--- config.mk ---
export PLATFORM = sky130hd
export DESIGN_NAME = sigma_delta_rate_and_calibration_control
export DESIGN_NICKNAME = d
export VERILOG_FILES = /design/src/sdrc_pkg.sv /design/src/rate_divider.sv /design/src/sigma_delta_rate_and_calibration_control.sv
export SDC_FILE = /design/constraint.sdc
export NUM_CORES = 1
export LEC_CHECK = 0
export BUFFER_PORTS_ARGS = -buffer_cell sky130_fd_sc_hd__clkbuf_2
export CORE_MARGIN = 2
export CORE_UTILIZATION = 25
export DETAILED_ROUTE_END_ITERATION = 16
export PLACE_DENSITY = 0.5
export SLEW_MARGIN = 20
export SYNTH_ARGS = -nofsm -noshare
export SYNTH_HDL_FRONTEND = slang
export SYNTH_SLANG_ARGS = --single-unit
--- constraint.sdc ---
create_clock -name clk -period 9.17 [get_ports clk]
set_input_delay 1.834 -clock clk [delete_from_list [all_inputs] [get_ports clk]]
set_output_delay 1.834 -clock clk [all_outputs]
set_load 0.02 [all_outputs]
--- src/sdrc_pkg.sv ---
// package: constants and types for the converter rate and calibration control
package sdrc_pkg;
    // ---------------------------------------------------------------
    // timing
    // ---------------------------------------------------------------
    localparam int CLK_HZ = 10000000;
    localparam int MOD_DIVISOR = 512;
    localparam logic [8:0] MOD_DIV_LAST = 9'h1FF;
    localparam int SCLK_HALF = 1;
    // rate multiplier and gain codes are log2 of the factor
    localparam logic [2:0] LOG2_MAX_PRODUCT = 3'h4;
    localparam int DECIM_W = 13;
    localparam int RESULT_W = 24;
    localparam int HISTORY = 3;
    // ---------------------------------------------------------------
    // APB register map (byte addresses)
    // ---------------------------------------------------------------
    localparam logic [7:0] ADDR_CONFIG = 8'h00;
    localparam logic [7:0] ADDR_DECIM = 8'h04;
    localparam logic [7:0] ADDR_CALCTL = 8'h08;
    localparam logic [7:0] ADDR_OFFSET = 8'h0C;
    localparam logic [7:0] ADDR_GAINC = 8'h10;
    localparam logic [7:0] ADDR_RESULT = 8'h14;
    localparam logic [7:0] ADDR_STATUS = 8'h18;
    // field positions
    localparam int CFG_TURBO_LSB = 0;
    localparam int CFG_GAIN_LSB = 4;
    localparam int CFG_MASTER_BIT = 8;
    localparam int CAL_SELF_BIT = 0;
    localparam int CAL_BG_BIT = 1;
    localparam int CAL_SYS_BIT = 2;
    // reset values
    localparam logic [DECIM_W-1:0] DECIM_RESET = 13'h0013;
    localparam logic [23:0] OFFSET_RESET = 24'h000000;
    localparam logic [23:0] GAINC_RESET = 24'h800000;
    // calibration run length in result periods
    localparam logic [1:0] CAL_PERIODS = 2'h3;

    typedef enum {CAL_IDLE, CAL_SELF, CAL_SYS, CAL_BG} cal_state_t;

    typedef struct packed {
        logic [2:0] turbo;
        logic [2:0] gain;
        logic master;
    } rate_cfg_t;

    typedef struct packed {
        logic modTick;
        logic sampTick;
        logic dataTick;
    } rate_ticks_t;
endpackage : sdrc_pkg

--- src/rate_divider.sv ---
// module: clock-enable dividers for modulator, sampling and data rates
`timescale 1ns/1ps
module rate_divider (
    input wire logic clk,
    input wire logic reset,
    input wire sdrc_pkg::rate_cfg_t cfg,
    input wire logic [sdrc_pkg::DECIM_W-1:0] decim,
    output sdrc_pkg::rate_ticks_t ticks
);
    logic [8:0] phase;
    logic [sdrc_pkg::DECIM_W-1:0] decCount;
    logic [8:0] modStep;
    logic [8:0] sampStep;

    // step sizes: the period of 512 clocks is split by the factor
    always_comb begin
        modStep = 9'(sdrc_pkg::MOD_DIV_LAST >> cfg.turbo);
        sampStep = 9'(sdrc_pkg::MOD_DIV_LAST >> (cfg.turbo + cfg.gain));
    end

    // ---------------------------------------------------------------
    // phase counter and tick generation
    // ---------------------------------------------------------------
    always_ff @(posedge clk) begin
        if (reset) begin
            phase <= 9'h000;
            ticks <= '0;
            decCount <= '0;
        end else begin
            phase <= phase + 9'h001;
            // modulator at clk * turbo / 512
            ticks.modTick <= ((phase & modStep) == modStep);
            // sampling at clk * turbo * gain / 512
            ticks.sampTick <= ((phase & sampStep) == sampStep);
            ticks.dataTick <= 1'b0;
            // data rate only counts modulator ticks
            if ((phase & modStep) == modStep) begin
                if (decCount >= decim) begin
                    decCount <= '0;
                    ticks.dataTick <= 1'b1;
                end else begin
                    decCount <= decCount + 1'b1;
                end
            end
        end
    end
endmodule : rate_divider

--- src/sigma_delta_rate_and_calibration_control.sv ---
// module: rate, calibration and register control of a delta-sigma converter
// Functional notes
// - modulator rate is clk times turbo over 512
// - sampling rate adds gain factor to that
// - data rate divides modulator rate by decimation+1
// - decimation changes only data rate
// - result combines last three data periods
// - master serial clock is half system clock
// - all settings reached through serial register port
// - self calibration single or background
// - system calibration on request only
// - calibration coefficients fully readable and writable
// - result is signed two-sided code
// - command register sets turbo multiplier
//
// Chosen here: the register offsets and the APB slave port.
`timescale 1ns/1ps
module sigma_delta_rate_and_calibration_control (
    input wire logic clk,
    input wire logic reset,
    input wire logic psel,
    input wire logic penable,
    input wire logic pwrite,
    input wire logic [7:0] paddr,
    input wire logic [31:0] pwdata,
    output logic [31:0] prdata,
    output logic pready,
    output logic pslverr,
    input wire logic modBit,
    output logic modulatorRate,
    output logic inputSamplingRate,
    output logic resultReadyFlag,
    output logic serialClock,
    output logic serialClockOe_n,
    output logic calBusy
);
    sdrc_pkg::rate_cfg_t cfg;
    sdrc_pkg::rate_ticks_t ticks;
    sdrc_pkg::cal_state_t calState;
    logic [sdrc_pkg::DECIM_W-1:0] decim;
    logic [23:0] offsetCoef;
    logic [23:0] gainCoef;
    logic [23:0] periodSum [sdrc_pkg::HISTORY];
    logic [23:0] accum;
    logic signed [23:0] result;
    logic [1:0] calCount;
    logic calStart;
    logic sysStart;
    logic bgEnable;
    logic rejectCfg;
    logic wrStrobe;
    logic rdStrobe;
    logic mapped;
    logic [31:0] readMux;

    // ---------------------------------------------------------------
    // helpers
    // ---------------------------------------------------------------
    // legal when log2(turbo)+log2(gain) stays within log2(16)
    function automatic logic legal_pair(input logic [2:0] t,
                                        input logic [2:0] g);
        legal_pair = ({1'b0, t} + {1'b0, g}) <=
                     {1'b0, sdrc_pkg::LOG2_MAX_PRODUCT};
    endfunction : legal_pair

    // unmapped offsets answer with pslverr and read as zero
    function automatic logic is_mapped(input logic [7:0] a);
        is_mapped = (a == sdrc_pkg::ADDR_CONFIG) ||
                    (a == sdrc_pkg::ADDR_DECIM) ||
                    (a == sdrc_pkg::ADDR_CALCTL) ||
                    (a == sdrc_pkg::ADDR_OFFSET) ||
                    (a == sdrc_pkg::ADDR_GAINC) ||
                    (a == sdrc_pkg::ADDR_RESULT) ||
                    (a == sdrc_pkg::ADDR_STATUS);
    endfunction : is_mapped

    // ---------------------------------------------------------------
    // APB decode: zero-wait access, error on unmapped or illegal pair
    // ---------------------------------------------------------------
    // reads are fetched at setup so prdata is ready in the access cycle;
    // writes land at the edge that samples pready high, so a setup that
    // is never completed cannot change a register
    always_comb begin
        wrStrobe = psel && penable && pready && pwrite;
        rdStrobe = psel && !penable && !pwrite;
        mapped = is_mapped(paddr);
        // host owns a bad turbo/gain pair is refused here
        rejectCfg = (paddr == sdrc_pkg::ADDR_CONFIG) && !legal_pair(
            pwdata[sdrc_pkg::CFG_TURBO_LSB +: 3],
            pwdata[sdrc_pkg::CFG_GAIN_LSB +: 3]);
        calStart = wrStrobe && mapped && paddr == sdrc_pkg::ADDR_CALCTL &&
                   pwdata[sdrc_pkg::CAL_SELF_BIT];
        sysStart = wrStrobe && mapped && paddr == sdrc_pkg::ADDR_CALCTL &&
                   pwdata[sdrc_pkg::CAL_SYS_BIT];
    end

    // read mux: every setting and coefficient is visible
    // coefficients read back as stored, for save and restore per setting
    always_comb begin
        case (paddr)
            sdrc_pkg::ADDR_CONFIG: readMux = {23'h0, cfg.master, 1'b0,
                                              cfg.gain, 1'b0, cfg.turbo};
            sdrc_pkg::ADDR_DECIM: readMux = {19'h0, decim};
            sdrc_pkg::ADDR_CALCTL: readMux = {30'h0, bgEnable, 1'b0};
            sdrc_pkg::ADDR_OFFSET: readMux = {8'h00, offsetCoef};
            sdrc_pkg::ADDR_GAINC: readMux = {8'h00, gainCoef};
            // sign extended two-sided code
            sdrc_pkg::ADDR_RESULT: readMux = {{8{result[23]}}, result};
            sdrc_pkg::ADDR_STATUS: readMux = {29'h0, calBusy,
                                              resultReadyFlag, cfg.master};
            default: readMux = 32'h00000000;
        endcase
    end

    // bus answer registered one cycle after setup; pready high in access
    // every access completes in one cycle, so no wait state is ever added
    always_ff @(posedge clk) begin
        if (reset) begin
            pready <= 1'b0;
            pslverr <= 1'b0;
            prdata <= 32'h00000000;
        end else begin
            pready <= psel && !penable;
            pslverr <= psel && !penable &&
                       (!mapped || (pwrite && rejectCfg));
            if (rdStrobe) begin
                prdata <= readMux;
            end
        end
    end

    // ---------------------------------------------------------------
    // configuration registers, written in the access cycle
    // an illegal multiplier and gain pair leaves every field unchanged,
    // so the dividers never run a combination the front end cannot take
    // ---------------------------------------------------------------
    always_ff @(posedge clk) begin
        if (reset) begin
            cfg <= '0;
            decim <= sdrc_pkg::DECIM_RESET;
            bgEnable <= 1'b0;
        end else if (wrStrobe && mapped) begin
            case (paddr)
                sdrc_pkg::ADDR_CONFIG: begin
                    if (!rejectCfg) begin
                        // turbo multiplier from command word
                        cfg.turbo <= pwdata[sdrc_pkg::CFG_TURBO_LSB +: 3];
                        cfg.gain <= pwdata[sdrc_pkg::CFG_GAIN_LSB +: 3];
                        // mode bit chosen by host
                        cfg.master <= pwdata[sdrc_pkg::CFG_MASTER_BIT];
                    end
                end
                // decimation alters only the data divider
                sdrc_pkg::ADDR_DECIM: decim <= pwdata[sdrc_pkg::DECIM_W-1:0];
                // background mode is self calibration only
                sdrc_pkg::ADDR_CALCTL: bgEnable <= pwdata[sdrc_pkg::CAL_BG_BIT];
                default: ;
            endcase
        end
    end

    // ---------------------------------------------------------------
    // rate generation
    // ---------------------------------------------------------------
    // all rates share one free-running phase: every tick lands where the
    // low phase bits are all ones, so a new factor applies at the next one
    rate_divider u_div (
        .clk(clk),
        .reset(reset),
        .cfg(cfg),
        .decim(decim),
        .ticks(ticks)
    );

    // registered rate strobes
    // one stage keeps the pins on flip-flops; they trail the ticks by one
    always_ff @(posedge clk) begin
        if (reset) begin
            modulatorRate <= 1'b0;
            inputSamplingRate <= 1'b0;
        end else begin
            modulatorRate <= ticks.modTick;
            inputSamplingRate <= ticks.sampTick;
        end
    end

    // master clock toggles every cycle: half the system clock
    // clock and pin enable follow the same mode bit at the same edge, so
    // no stray clock level leaves the pin while it changes direction
    always_ff @(posedge clk) begin
        if (reset) begin
            serialClock <= 1'b0;
            serialClockOe_n <= 1'b1;
        end else begin
            serialClock <= cfg.master ? ~serialClock : 1'b0;
            // pin released in slave mode, clock comes from host
            serialClockOe_n <= ~cfg.master;
        end
    end

    // ---------------------------------------------------------------
    // filter stand-in: bit counts over the last three periods
    // ---------------------------------------------------------------
    // the real sinc3 arithmetic lives elsewhere; this keeps the window
    // limitation: one count per modulator bit and no gain scaling, so the
    // code only carries the sign and rough size of the input
    always_ff @(posedge clk) begin
        if (reset) begin
            accum <= 24'h000000;
            for (int i = 0; i < sdrc_pkg::HISTORY; i++) begin
                periodSum[i] <= 24'h000000;
            end
        end else if (ticks.dataTick) begin
            // shift period totals; output uses accum and the two newest, periodSum[2] feeds only the background trim
            periodSum[0] <= accum;
            periodSum[1] <= periodSum[0];
            periodSum[2] <= periodSum[1];
            // the closing tick also opens the next period and counts +1
            // or -1 like any other, so no period starts with a bias
            accum <= modBit ? 24'h000001 : 24'hFFFFFF;
        end else if (ticks.modTick) begin
            // +1 for a one, -1 for a zero: two-sided sum
            accum <= modBit ? accum + 24'h000001 : accum - 24'h000001;
        end
    end

    // result corrected by the offset coefficient
    // the gain coefficient is only kept for save and restore; scaling
    // belongs to the filter arithmetic outside this block
    always_ff @(posedge clk) begin
        if (reset) begin
            result <= '0;
            resultReadyFlag <= 1'b0;
        end else begin
            resultReadyFlag <= 1'b0;
            if (ticks.dataTick) begin
                result <= signed'(periodSum[0] + periodSum[1] + accum
                                  - offsetCoef);
                // one pulse per data period
                resultReadyFlag <= 1'b1;
            end
        end
    end

    // ---------------------------------------------------------------
    // calibration sequencer
    // ---------------------------------------------------------------
    // on-demand runs end on their third data tick and store the offset;
    // background trims every period until its enable is cleared; a start
    // request during a run is dropped rather than queued
    always_ff @(posedge clk) begin
        if (reset) begin
            calState <= sdrc_pkg::CAL_IDLE;
            calCount <= 2'h0;
            calBusy <= 1'b0;
            offsetCoef <= sdrc_pkg::OFFSET_RESET;
            gainCoef <= sdrc_pkg::GAINC_RESET;
        end else begin
            // a sequencer store in the same cycle wins over a host write
            if (wrStrobe && paddr == sdrc_pkg::ADDR_OFFSET) begin
                offsetCoef <= pwdata[23:0];
            end
            if (wrStrobe && paddr == sdrc_pkg::ADDR_GAINC) begin
                gainCoef <= pwdata[23:0];
            end
            case (calState)
                sdrc_pkg::CAL_IDLE: begin
                    calCount <= 2'h0;
                    calBusy <= 1'b0;
                    if (sysStart) begin
                        // host must have applied inputs already
                        calState <= sdrc_pkg::CAL_SYS;
                        calBusy <= 1'b1;
                    end else if (calStart) begin
                        calState <= sdrc_pkg::CAL_SELF;
                        calBusy <= 1'b1;
                    end else if (bgEnable) begin
                        calState <= sdrc_pkg::CAL_BG;
                    end
                end
                sdrc_pkg::CAL_SELF, sdrc_pkg::CAL_SYS: begin
                    // ends on the third data tick, then stops
                    if (ticks.dataTick) begin
                        calCount <= calCount + 2'h1;
                        if (calCount == sdrc_pkg::CAL_PERIODS - 2'h1) begin
                            offsetCoef <= periodSum[0];
                            calState <= sdrc_pkg::CAL_IDLE;
                        end
                    end
                end
                sdrc_pkg::CAL_BG: begin
                    // background trim alongside conversions
                    if (ticks.dataTick) begin
                        offsetCoef <= periodSum[2];
                    end
                    if (!bgEnable) begin
                        calState <= sdrc_pkg::CAL_IDLE;
                    end
                end
                default: calState <= sdrc_pkg::CAL_IDLE;
            endcase
        end
    end
endmodule : sigma_delta_rate_and_calibration_control

# Word level (Yosys, flattened, before mapping)
# Memories as Yosys holds them, arrays and structs flattened.
# Index checks and enable logic that the tools add are counted.
# word_totals
memories	1
input_bits	46
reg_bits	216
ramBits	72
out_inout_bits	40
# mem_list
memory	words	width	rd	rd_ports_with_merged_regs	wr	line	source
periodSum	3	24	3	0	3	sigma_delta_rate_and_calibration_control.sv:43	logic [23:0] periodSum [sdrc_pkg::HISTORY];
# op_classes
n_eq_ne	16
magnitude_cmp	2
reduce_logical	37
n_addsub	10
shifts	2
bitwise_logic	9
muxes	31
# ops
operator	n
2-to-1 mux 24 bit	11
one-hot mux 32 bit (7 select lines)	1
2-to-1 mux 32 bit	6
one-hot mux 32 bit (3 select lines)	1
equality test 32 x 2 -> 1 bit (second input constant)	2
adder 24 bit	2
one-hot mux 24 bit (2 select lines)	1
equality test 32 x 1 -> 1 bit (second input constant)	1
zero test 32 bit	1
adder 24 x 1 -> 24 bit (second input constant)	1
equality test 8 x 5 -> 1 bit (second input constant)	3
subtractor 24 x 1 -> 24 bit (second input constant)	1
subtractor 24 bit	1
bitwise AND 9 bit	2
equality test 9 bit	2
right shift 9 x 3 -> 9 bit (first input constant)	2
equality test 8 x 4 -> 1 bit (second input constant)	2
logical AND 1 bit	14
adder 13 x 1 -> 13 bit (second input constant)	1
>= comparator 13 bit	1
2-to-1 mux 13 bit	1
adder 9 x 1 -> 9 bit (second input constant)	1
equality test 8 x 3 -> 1 bit (second input constant)	1
zero test 8 bit	1
20 further kinds	47

# Depth between registers and ports, before layout
# depth
depth_word	13
mapped_depth	15

# By module
# Synthesis repeated with hierarchy kept, for this count alone.
# unflattened
cells_unflattened	1647
hier_area_um2	14806.7
# by_module_without_submodules
mod	area_per_inst_um2	n_inst	cells_per_inst
sigma_delta_rate_and_calibration_control	13226.4	1	1467
rate_divider	1580.3	1	180

# Worst setup path before layout
# OpenSTA, ideal clock, no wires.
# synth_path
path_type	input to register
start	in modBit
end	reg accum[16]
path_slack_ns	4.849
t_arrival_ns	4.187
stages	10
cell_sequence	inv_1 -> ha_1 -> a21o_1 -> a21oi_2 -> o211ai_2 -> a311oi_1 -> o21ai_0 -> a31oi_1 -> xor2_1 -> o22ai_1
# synth_via
elab_chain_cells	3
word_cells_on_any_way	4
cone_classes	mux (4)
# synth_rtl
item	line	source
from (decl)	sigma_delta_rate_and_calibration_control.sv:29	input wire logic modBit,
2-to-1 mux 24 bit	sigma_delta_rate_and_calibration_control.sv:223	accum <= modBit ? accum + 24'h000001 : accum - 24'h000001;
2-to-1 mux 24 bit	sigma_delta_rate_and_calibration_control.sv:221	end else if (ticks.modTick) begin
2-to-1 mux 24 bit *	sigma_delta_rate_and_calibration_control.sv:213	end else if (ticks.dataTick) begin
to (signal assigned)	sigma_delta_rate_and_calibration_control.sv:220	accum <= modBit ? 24'h000001 : 24'hFFFFFF;
to (signal assigned)	sigma_delta_rate_and_calibration_control.sv:223	
to (decl)	sigma_delta_rate_and_calibration_control.sv:44	logic [23:0] accum;
# Mark *: on every way between the ends. The rest lies on a longest branch, timed or not. The select of a mux whose other input is x is not followed.
# A chain may end at the register's enable or synchronous reset.

# Worst setup path after layout
# Ends and elaborated chain as after synthesis.

==> results by stage <==
Routing:
- The total wire length is 40.7 mm.
- The number of iterations in the first detailed-routing pass is 5.
- The routed layout has 11478 vias.
- The residual antenna-violating net count after detailed routing is 0.
- After detailed routing, the average wire length per cell comes to between 15 and 20 um.
- In the routed layout, each cell is associated on average with a via count of 4.77.
- For this run, design rule violations remaining after detail routing come to 0.
- The detailed router's first-iteration violation count is approximately 630.

Min path:
- The class of the most critical hold timing path is flip-flop to flip-flop.
- The startpoint of the tightest hold check path is serialClock.

Die:
- The floorplan die width is ~240 um.
- The floorplan step defined a core boundary enclosing about 0.057 mm2.
- The initial standard-cell utilization of the core is 25.1%.
- In this run the core area contains 88 standard-cell rows.
- The vertical die dimension is 244 um.
- The area of the die is between 0.05 and 0.06 mm2.
- The number of placed I/O pins is between 80 and 90.

Setup path:
- The reg-to-reg critical path startpoint is offsetCoef[1].
- The family of cells with the greatest summed delay on the critical path is compound AO/OA/AOI/OAI gates.
- STA classifies the critical path startpoint as a primary input.
- Data arrives at the worst endpoint at 4.94 ns.
- At the worst endpoint, the required time is ~9.6 ns.
- The source of the critical timing path is modBit.
- On the critical path, the stage with the largest delay is an instance of inv_1.
- The combined buffer and inverter count along the critical path is 2.
- The critical path is of the primary input to flip-flop type.
- The critical path endpoint category is a flip-flop.
- The delay of the slowest cell on the worst path is 0.72 ns.
- Along the worst path, the maximum fanout reaches 25.
- Traced cell by cell, the critical path runs through clkbuf_2 > inv_1 > ha_1 > a21o_1 > a21oi_2 > o211ai_2 > a311oi_1 > o21ai_0 > a31oi_1 > xor2_1 > o22ai_1.

Final layout:
- The number of nets in the layout is 1781.
- The number of antenna diodes is 0.
- Leaving out fill and tap cells, the most frequent cells in the layout are dfxtp_1, inv_1, nor2_1.
- The finished layout holds 2404 standard cells, fillers aside.
- The layout has 6139 filler cells.
- The area growth from synthesis to layout is 13.9%.
- The fraction of final layout cells with drive strength greater than 1 is about a tenth.
- The library cell used most frequently in the layout, excluding fill and tap cells, is dfxtp_1.

Synthesis:
- The synthesized design devotes to its leading area cell type 24.8% of total area.
- Sequential elements use 39.8% of the synthesized area.
- The number of standard cells after synthesis is about 1600.
- Synthesis produced a netlist with a net count of 1746.
- After synthesis the cells add up to between 0.01 and 0.015 mm2.
- Yosys attributes the largest share of cell area to dfxtp_1, edfxtp_1, fa_1.
- The number of distinct library cell variants in the gate-level netlist after synthesis is slightly below 70.
- In this run, synthesis inferred 72 flip-flops with an integrated enable.
- The biggest area contributor in the post-synthesis netlist is dfxtp_1.
- Each instance of the synthesized netlist takes up on average 9.12 um2.
- After synthesis, the share of flip-flops with an asynchronous set or reset is 0%.
- The dominant synthesized flop cell is dfxtp_1.
- The number of warning messages in the yosys log is 0.
- The synthesized flop and latch total is 251.

Outcome:
- The flow ran to the end, and the final reports show no timing, DRC or antenna violations.

Timing:
- Setup repair after global routing left no endpoint under its margin.
- The clock tree skew after final layout is 0.0133 ns.
- Setup violations remaining at the end of the flow were counted as 0.
- The hold violation total from the final report was 0.
- The worst path uses 49.3% of the clock period.
- After routing, the total negative slack on setup checks comes to 0 ns.
- For this run, the top clock speed supported by timing is 221 MHz.
- The final-report max-slew violation count came to 0.
- The slew at the pin closest to its max-slew limit is just over 1 ns.
- Counting I/O delays and the setup requirement, the final critical path takes roughly 4.5 ns.
- The worst slew margin relative to its limit is 32.7%.

Placed design:
- The post-placement cell count is 2356.
- At the end of routability-driven placement, the weighted congestion stood at 0.891.
- The wire-length estimate of the detail-placed layout is 28.2 mm.
- The count of buffers from port buffering is 77.

Clocking:
- The clock slew seen by the registers of the worst setup and hold paths is 0.06 ns.
- The clock root buffer is clkbuf_16.
- The clock tree from TritonCTS is yes.
- In this run the number of H-tree levels came out at 1.
- TritonCTS created 26 clock buffers.
- CTS saw 251 sinks.
- The number of buffers inserted by post-CTS setup repair is 0.
- The longest clock path from root to sink contains 3 buffers.
- The number of hold buffers added after CTS is 0.
- The number of cells upsized or downsized after cts is 0.
- The worst-skew pair later-pin latency is roughly 0.56 ns.

Global route:
- The number of global-route vias before repair is 11479.
- The initial antenna violation count is 1.
- Entering global routing, the biggest net connects a little under 80 pins.
- The aggregate global-route resource usage is 13.5%.
- The wire length of the first global-routing pass is 65.1 mm.
- The total grt overflow is 0.

Power and ir drop:
- Across the VDD grid, the largest voltage drop is 0.122 mV.
- In this run the static leakage power is 6.45 nW.
- The power density normalized to cell area is 161 mW/mm2.

Run:
- The tool flagged a number of max-cap violations equal to 0.
sequential cells by signal (all words and copies together) (netlist names):
name               count
serialClockOe_n        1
resultReadyFlag        1
decim                 13
inputSamplingRate      1
serialClock            1
u_div.ticks            3
u_div.decCount        13
pready                 1
offsetCoef            24
gainCoef              24
result                24
calBusy                1
u_div.phase            9
prdata                25
accum                 24
modulatorRate          1
calCount               2
calState               2
pslverr                1
periodSum             72
bgEnable               1
cfg                    7
worst paths after layout:
kind	endpoint	slack (ns)	cells past startpoint
hold / removal	serialClock	0.42	1
hold reg to reg	serialClock	0.42	1
setup / recovery	accum[16]	4.65	11
setup reg to reg	result[23]	4.71	15
layout make-up:
class / count / area [um2] / share of cell area [%]
multi-input cells: 1085 / 7790 / 47.3
flip-flops and latches: 251 / 5750 / 34.9
well taps: 765 / 957 / 5.81
clock buffers: 38 / 772 / 4.69
inverters: 159 / 597 / 3.62
repair buffers: 96 / 534 / 3.24
clock inverters: 10 / 77.6 / 0.471
kinds of logic (layout without fill, tap and decap cells):
kind of cell / Yosys count / after routing / synth area share [%]
AOI/OAI and AO/OA: 377 / 377 / 17.0
xor gates and xnor gates: 50 / 50 / 3.03
adders and majority gates: 116 / 116 / 12.6
buffers and inverters: 248 / 303 / 6.75
DFF: 251 / 251 / 39.8
muxes: 71 / 71 / 4.92
and+or+nand+nor: 471 / 471 / 15.9
cells in the mapped netlist (4+ instances only):
cell and instances:
fa_1 49, clkbuf_1 72, o21ai_0 52, and2_1 57, xor2_1 18, nand2b_1 14, nor3_1 39, o21a_1 6
inv_1 158, nand4_1 12, xnor2_1 32, or4_1 4, ha_1 67, and3_1 15, nor2_1 152, o22ai_1 9
a31oi_1 13, buf_4 11, a21oi_1 131, o21bai_1 6, edfxtp_1 72, dfxtp_1 179, a211oi_1 20, nor2b_1 5
and4_1 4, o211ai_1 6, a21o_1 18, a311oi_1 11, nand3_1 23, nand2_1 109, nor3b_1 5, mux2i_1 71
a222oi_1 5, nor4b_1 9, nor4_1 5, nand3b_1 8, a22oi_1 32, o22a_1 25, a22o_1 16
where the power goes:
part / internal (W) / leakage [nW] / switching [W]
clock network: 0.000611 / 0.417 / 0.000464
registers: 0.00116 / 2.19 / 0.0000128
logic: 0.000127 / 3.84 / 0.000272
metrics by stage:
stage | utilization, % | setup WS [ns] | power (W) | area [um2] | hold WS, ns
floorplan | - | 4.85 | 0.00146 | 14500 | 0.414
global placement | 27.2 | 4.12 | 0.00159 | 15600 | 0.403
global route | 28.7 | 4.42 | 0.00276 | 16500 | 0.439
detailed placement | 27.2 | 4.08 | 0.00160 | 15600 | 0.413
finish | 28.7 | 4.65 | 0.00265 | 16500 | 0.415
CTS | 28.6 | 4.65 | 0.00268 | 16500 | 0.422
metal layers:
layer | part of all wire (%) | vias to the layer above | global-route usage [%]
met5 | 0.020 | - | 0
met4 | 2.2 | 2 | 3.96
met3 | 3.6 | 57 | 1.40
met2 | 47 | 199 | 23.2
met1 | 47 | 5612 | 17.9
li1 | - | 5608 | -
(Power assumes the default switching activity.)
